$ cat src/framer_regs.svh
// register offsets, field positions, reset values and timing for the test packet framer
`ifndef FRAMER_REGS_SVH
`define FRAMER_REGS_SVH
// register offsets on the plain register port
`define REG_CTRL 4'h0
`define REG_PRE_LEN 4'h1
`define REG_PKT_LEN 4'h2
`define REG_SPACING 4'h3
`define REG_CHANNEL 4'h4
`define REG_BASE 4'h5
`define REG_EDIT 4'h6
`define REG_STATUS 4'h7
`define REG_EDIT_VAL 4'h8
`define REG_OFFSET 4'h9
`define REG_FREQ 4'hA
// control register fields
`define CTRL_START 0
`define CTRL_MOD_LSB 1
`define CTRL_CODE_LSB 3
`define CTRL_CRC_LSB 6
// edit register commands
`define EDIT_SPACE_CMD 2'h1
`define EDIT_CHAN_CMD 2'h2
// reset values
`define RST_MOD 2'h1
`define RST_CODE 3'h0
`define RST_CRC 2'h0
`define RST_PRE_LEN 8'h08
`define RST_PKT_LEN 11'h040
`define RST_BASE 32'h00000000
`define RST_RND_SEED 32'h1ACEB00C
// packet contents
`define PRE_2LVL 8'hAA
`define PRE_4FSK 8'hCC
`define SYNC_WORD 48'h2DD42DD42DD4
`define SYNC_BYTES 3'h6
`define PN9_SEED 9'h1FF
`define CRC_POLY_CCITT 32'h10210000
`define CRC_POLY_IBM 32'h80050000
`define CRC_POLY_32 32'h04C11DB7
// timing
`define CLK_PERIOD_NS 10
`define LONG_PRESS_NS 1500000000
`define REPEAT_NS 100000000
`endif

$ cat src/framer_pkg.sv
// types shared by the test packet framer and its crc engine
package framer_pkg;
  typedef enum logic [1:0] {MOD_OOK = 2'h0, MOD_2FSK = 2'h1, MOD_4FSK = 2'h2} mod_t;
  typedef enum logic [2:0] {
    CODE_NRZ = 3'h0, CODE_WHITEN = 3'h1, CODE_MANCH = 3'h2,
    CODE_FEC_RSC = 3'h3, CODE_FEC_NRNSC = 3'h4
  } coding_t;
  typedef enum logic [1:0] {CRC_CCITT = 2'h0, CRC_IBM = 2'h1, CRC_32 = 2'h2} crc_sel_t;
  typedef enum logic [2:0] {
    F_IDLE = 3'h0, F_PRE = 3'h1, F_SYNC = 3'h3, F_PAY = 3'h2, F_CRC = 3'h6
  } frame_t;
  typedef enum logic [1:0] {M_MENU = 2'h0, M_EDIT_SPACE = 2'h1, M_EDIT_CHAN = 2'h3} menu_t;
endpackage : framer_pkg

$ cat src/crc_engine.sv
// byte-wide crc engine, left-aligned so both 16-bit formats share the 32-bit datapath
`timescale 1ns/1ps
`include "framer_regs.svh"
module crc_engine (
  input wire logic sys_clk,
  input wire logic sys_rst,
  input wire logic clear,
  input wire logic en,
  input wire logic [7:0] data,
  input wire framer_pkg::crc_sel_t sel,
  output logic [31:0] crc
);
  typedef struct packed {
    logic [31:0] crc;
  } crc_st_t;

  crc_st_t s;
  crc_st_t n;
  logic [31:0] poly;

  // msb-first update over one byte; 16-bit crcs live in the top half
  function automatic logic [31:0] step8(input logic [31:0] c, input logic [7:0] d,
                                        input logic [31:0] p);
    logic [31:0] r;
    int i;
    r = c;
    for (i = 7; i >= 0; i--) begin
      if (r[31] ^ d[i]) r = {r[30:0], 1'b0} ^ p;
      else r = {r[30:0], 1'b0};
    end
    step8 = r;
  endfunction : step8

  // polynomial select, unknown code falls back to the 32-bit format
  always_comb begin
    case (sel)
      framer_pkg::CRC_CCITT: poly = `CRC_POLY_CCITT;
      framer_pkg::CRC_IBM: poly = `CRC_POLY_IBM;
      default: poly = `CRC_POLY_32;
    endcase
  end

  // clear beats en so a packet start always begins from the seed
  always_comb begin
    n = s;
    if (sys_rst || clear) n.crc = 32'h00000000;
    else if (en) n.crc = step8(s.crc, data, poly);
  end

  always_ff @(posedge sys_clk) begin
    s <= n;
  end

  assign crc = s.crc;

  property p_crc_seed;
    @(posedge sys_clk) disable iff (sys_rst) clear |=> crc == 32'h00000000;
  endproperty
  a_crc_seed: assert property (p_crc_seed) else $error("crc not seeded with zero");

  property p_crc_poly;
    @(posedge sys_clk) disable iff (sys_rst)
      en && !clear && s.crc == 32'h00000000 && data == 8'h01 |=> crc == $past(poly);
  endproperty
  a_crc_poly: assert property (p_crc_poly) else $error("crc polynomial wrong");
endmodule : crc_engine

$ cat config.mk
export PLATFORM = sky130hd
export DESIGN_NAME = crc_engine
export DESIGN_NICKNAME = d
export VERILOG_FILES = /design/src/framer_pkg.sv /design/src/crc_engine.sv
export VERILOG_INCLUDE_DIRS = /design/src
export SDC_FILE = /design/constraint.sdc
export NUM_CORES = 1
export LEC_CHECK = 0
export BUFFER_PORTS_ARGS = -buffer_cell sky130_fd_sc_hd__buf_2
export CAP_MARGIN = 20
export CORE_ASPECT_RATIO = 2
export CORE_UTILIZATION = 52
export CTS_CLUSTER_SIZE = 28
export DETAILED_ROUTE_END_ITERATION = 12
export PLACE_DENSITY_LB_ADDON = 0.15
export SYNTH_ARGS = -nofsm -noshare
export SYNTH_HDL_FRONTEND = slang
export SYNTH_SLANG_ARGS = --single-unit
$ cat constraint.sdc
create_clock -name sys_clk -period 2.8 [get_ports sys_clk]
set_input_delay 0.14 -clock sys_clk [delete_from_list [all_inputs] [get_ports sys_clk]]
set_output_delay 0.14 -clock sys_clk [all_outputs]
set_load 0.005 [all_outputs]
==> results.txt <==
violated checks = DRC
area of the die = 5870 um^2
Setup Slack @ Placement = -0.0200 ns
Hold Crit Class = in2reg
PD cells = 613 nW/um^2
number of antenna violations at the first check in global routing = 0
number of distinct library cells after synthesis = 52
Clock Sinks = 32
crit-path max FO = 5
maximum count of clock buffers along a single path = 2
number of global-route vias before repair = 2502
Die Height = 107 um
slowest cell delay on critical path = 0.50 ns
clock latency reported for the late side of the worst-skew pair = 0.30 ns
achievable clock frequency = 0.372 GHz
sort of element at the end of the critical path = register
number of standard-cell rows in the floorplan = 38
library cell contributing the largest single delay on the critical path = sky130_fd_sc_hd__or4_1
Crit Path Category = reg2reg
launching element type of the critical path = register
area of the core = 5370 um^2
effective utilization at floorplan = 0.537
list of cells traversed by the critical path = xor2_1 > nand3_4 > a211oi_4 > nor2_2 > xor2_1 > a2111o_1 > or4_1 > o2111ai_1
total of fill cells in the finished design = 497
All-Layer GR Usage = 0.304
cell taking the most area after synthesis = sky130_fd_sc_hd__dfxtp_1
average size of a mapped cell = 8.39 um^2
FF+latch area = 642 um^2
Final Hold Viols = 0
root buffer selected by CTS = sky130_fd_sc_hd__clkbuf_8
Netlist Area Pre-Place = 2890 um^2
fraction of the yosys area taken by sequential cells = 0.222
Post-route DRC = 1
detailed-placement wirelength estimate = 6030 um
routed wire length per instance = 17.2 um
proportion of synthesized flip-flops having asynchronous set or reset = 0
cts bufs inserted = 5
Syn Nets = 358
worst setup slack after layout = 0.112 ns
input/output buffers = 45
number of flops mapped to enable cells by yosys = 0
worst endpoint data arrival time = 2.92 ns
n_diodes = 0
Worst VDD drop = 0.395 mV
Critical Path Most Common Cell = sky130_fd_sc_hd__xor2_1
initial detailed-routing violation count = 132
number of search-and-repair iterations in the first detailed-routing pass = 8
most used flip-flop cell after synthesis = sky130_fd_sc_hd__dfxtp_1
final setup skew = 0.00888 ns
Yosys Warn Count = 0
result of the run = finished, violations left
number of placed instances, taps included = 449
#FFs+latches synth = 32
static leakage = 0.00145 uW
flip-flop count of the largest register after layout = 32
CTS H-tree depth = 2
pin count of the biggest net entering global routing = 43
via count = 2636
die boundary width = 54.7 um
count of mapped cells out of synthesis = 344
clock tree from TritonCTS = done
overall power = 2120 uW
non-filler instance count after layout = 466
total congestion overflow after global routing = 0
Setup-failing EPs final = 0
final worst path period share = 0.960
count of max-cap constraint violations = 0
max-slew violations = 0
final-stage net count = 419
cell types with the largest area share after synthesis = sky130_fd_sc_hd__dfxtp_1 22%, sky130_fd_sc_hd__xnor2_1 15%, sky130_fd_sc_hd__mux2i_1 6.2%, sky130_fd_sc_hd__nor2_1 5.3%, sky130_fd_sc_hd__xor2_1 5.2%
number of vias per cell = 5.66
Hold WS = 0.260 ns
clock transition at the registers of the reported paths = 0.08 ns
global-route wire length before repair = 12700 um
final WL = 8030 um
remaining antenna violation count after routing = 0
commonest cells in the synthesized netlist = 51 x sky130_fd_sc_hd__xnor2_1, 41 x sky130_fd_sc_hd__nor2_1, 32 x sky130_fd_sc_hd__dfxtp_1
total area of multi-input combinational cells = 2170 um^2
family of cells with the greatest summed delay on the critical path = compound AO/OA/AOI/OAI gates
fin area = 3460 um^2
Tightest Pin Transition = 0.545 ns
gp weighted congestion = 0.979
relative slew slack = 0.627
share of Yosys cell area claimed by the top area cell type = 0.222
Area growth syn-to-layout = 19.9%
sum of buffers and inverters on the critical path = 0
hold bufs inserted after CTS = 0
io pins = 46
most frequent cell after synthesis = sky130_fd_sc_hd__xnor2_1
required time worst endpoint = 3.03 ns
cell area reported after detailed placement = 3230 um^2
share of final-layout standard cells stronger than drive strength 1 = 0.268
final critical-path required period = 2.69 ns
cells in the final DEF (no fill, tap or decap), types with 7 or more instances in the layout:
cell,count
sky130_fd_sc_hd__nand3_1,11
sky130_fd_sc_hd__mux2i_1,18
sky130_fd_sc_hd__buf_4,31
sky130_fd_sc_hd__xor2_1,16
sky130_fd_sc_hd__o21ai_0,12
sky130_fd_sc_hd__buf_2,45
sky130_fd_sc_hd__nor2b_1,7
sky130_fd_sc_hd__nor2_1,41
sky130_fd_sc_hd__nand2_1,24
sky130_fd_sc_hd__a21oi_1,26
sky130_fd_sc_hd__a211oi_1,9
sky130_fd_sc_hd__xnor2_1,49
sky130_fd_sc_hd__dfxtp_1,31
worst min-delay path, stage by stage:
cell                      delay [ns]
sky130_fd_sc_hd__buf_2          0.20
sky130_fd_sc_hd__nand4_1        0.11
sky130_fd_sc_hd__nand3_1        0.07
area by class of cell:
cell class	count	area share
Clock buffer	5	0.0199
Clock inverter	3	0.0123
Inverter	1	0.00108
Multi-Input combinational cell	289	0.627
Sequential cell	32	0.185
Tap cell	60	0.0217
Timing Repair Buffer	76	0.132
where the power goes:
group          internal, uW  total, uW  switching, uW
logic                   546       1140            592
clock network           263        463            200
registers               488        523           35.2
total                  1300       2120            826
routing by layer:
layer,global-route usage,vias up,share of wire
li1,-,1312,-
met1,0.346,1206,0.38
met2,0.499,89,0.53
met3,0.0593,29,0.046
met4,0.168,0,0.042
met5,0,-,0
logic make-up (layout without fill, tap and decap cells):
logic type | count (synthesis) | count (layout) | share of synthesized area
AND/OR/NAND/NOR | 118 | 118 | 0.204
XOR/XNOR | 81 | 81 | 0.300
multiplexers | 20 | 20 | 0.0702
flip-flops | 32 | 32 | 0.222
buffers and inverters | 23 | 85 | 0.0429
AO/OA/AOI/OAI | 70 | 70 | 0.161
worst paths after layout:
kind | from | cells after the start | slack (ns) | endpoint
worst min register to register | crc[6] | 2 | 0.51 | crc[6]
worst min-delay path | en | 3 | 0.26 | crc[19]
worst max register to register | crc[25] | 8 | 0.11 | crc[8]
worst max-delay path | crc[25] | 8 | 0.11 | crc[8]
per-stage QoR:
step,utilization,TNS (ns)
floorplan,-,0
global placement,0.602,0
detailed placement,0.602,-0.0200
CTS,0.623,0
global route,0.644,-0.0415
finish,0.644,0
what timing repair did:
| item | in CTS | in global routing |
|---|---|---|
| gates resized for setup | 1 | 6 |
| buffers inserted | 0 | 9 |
| endpoints found under the setup margin | 1 | 2 |
| pin swaps | 0 | 4 |
No activity file was read; power rests on OpenSTA's default activity.
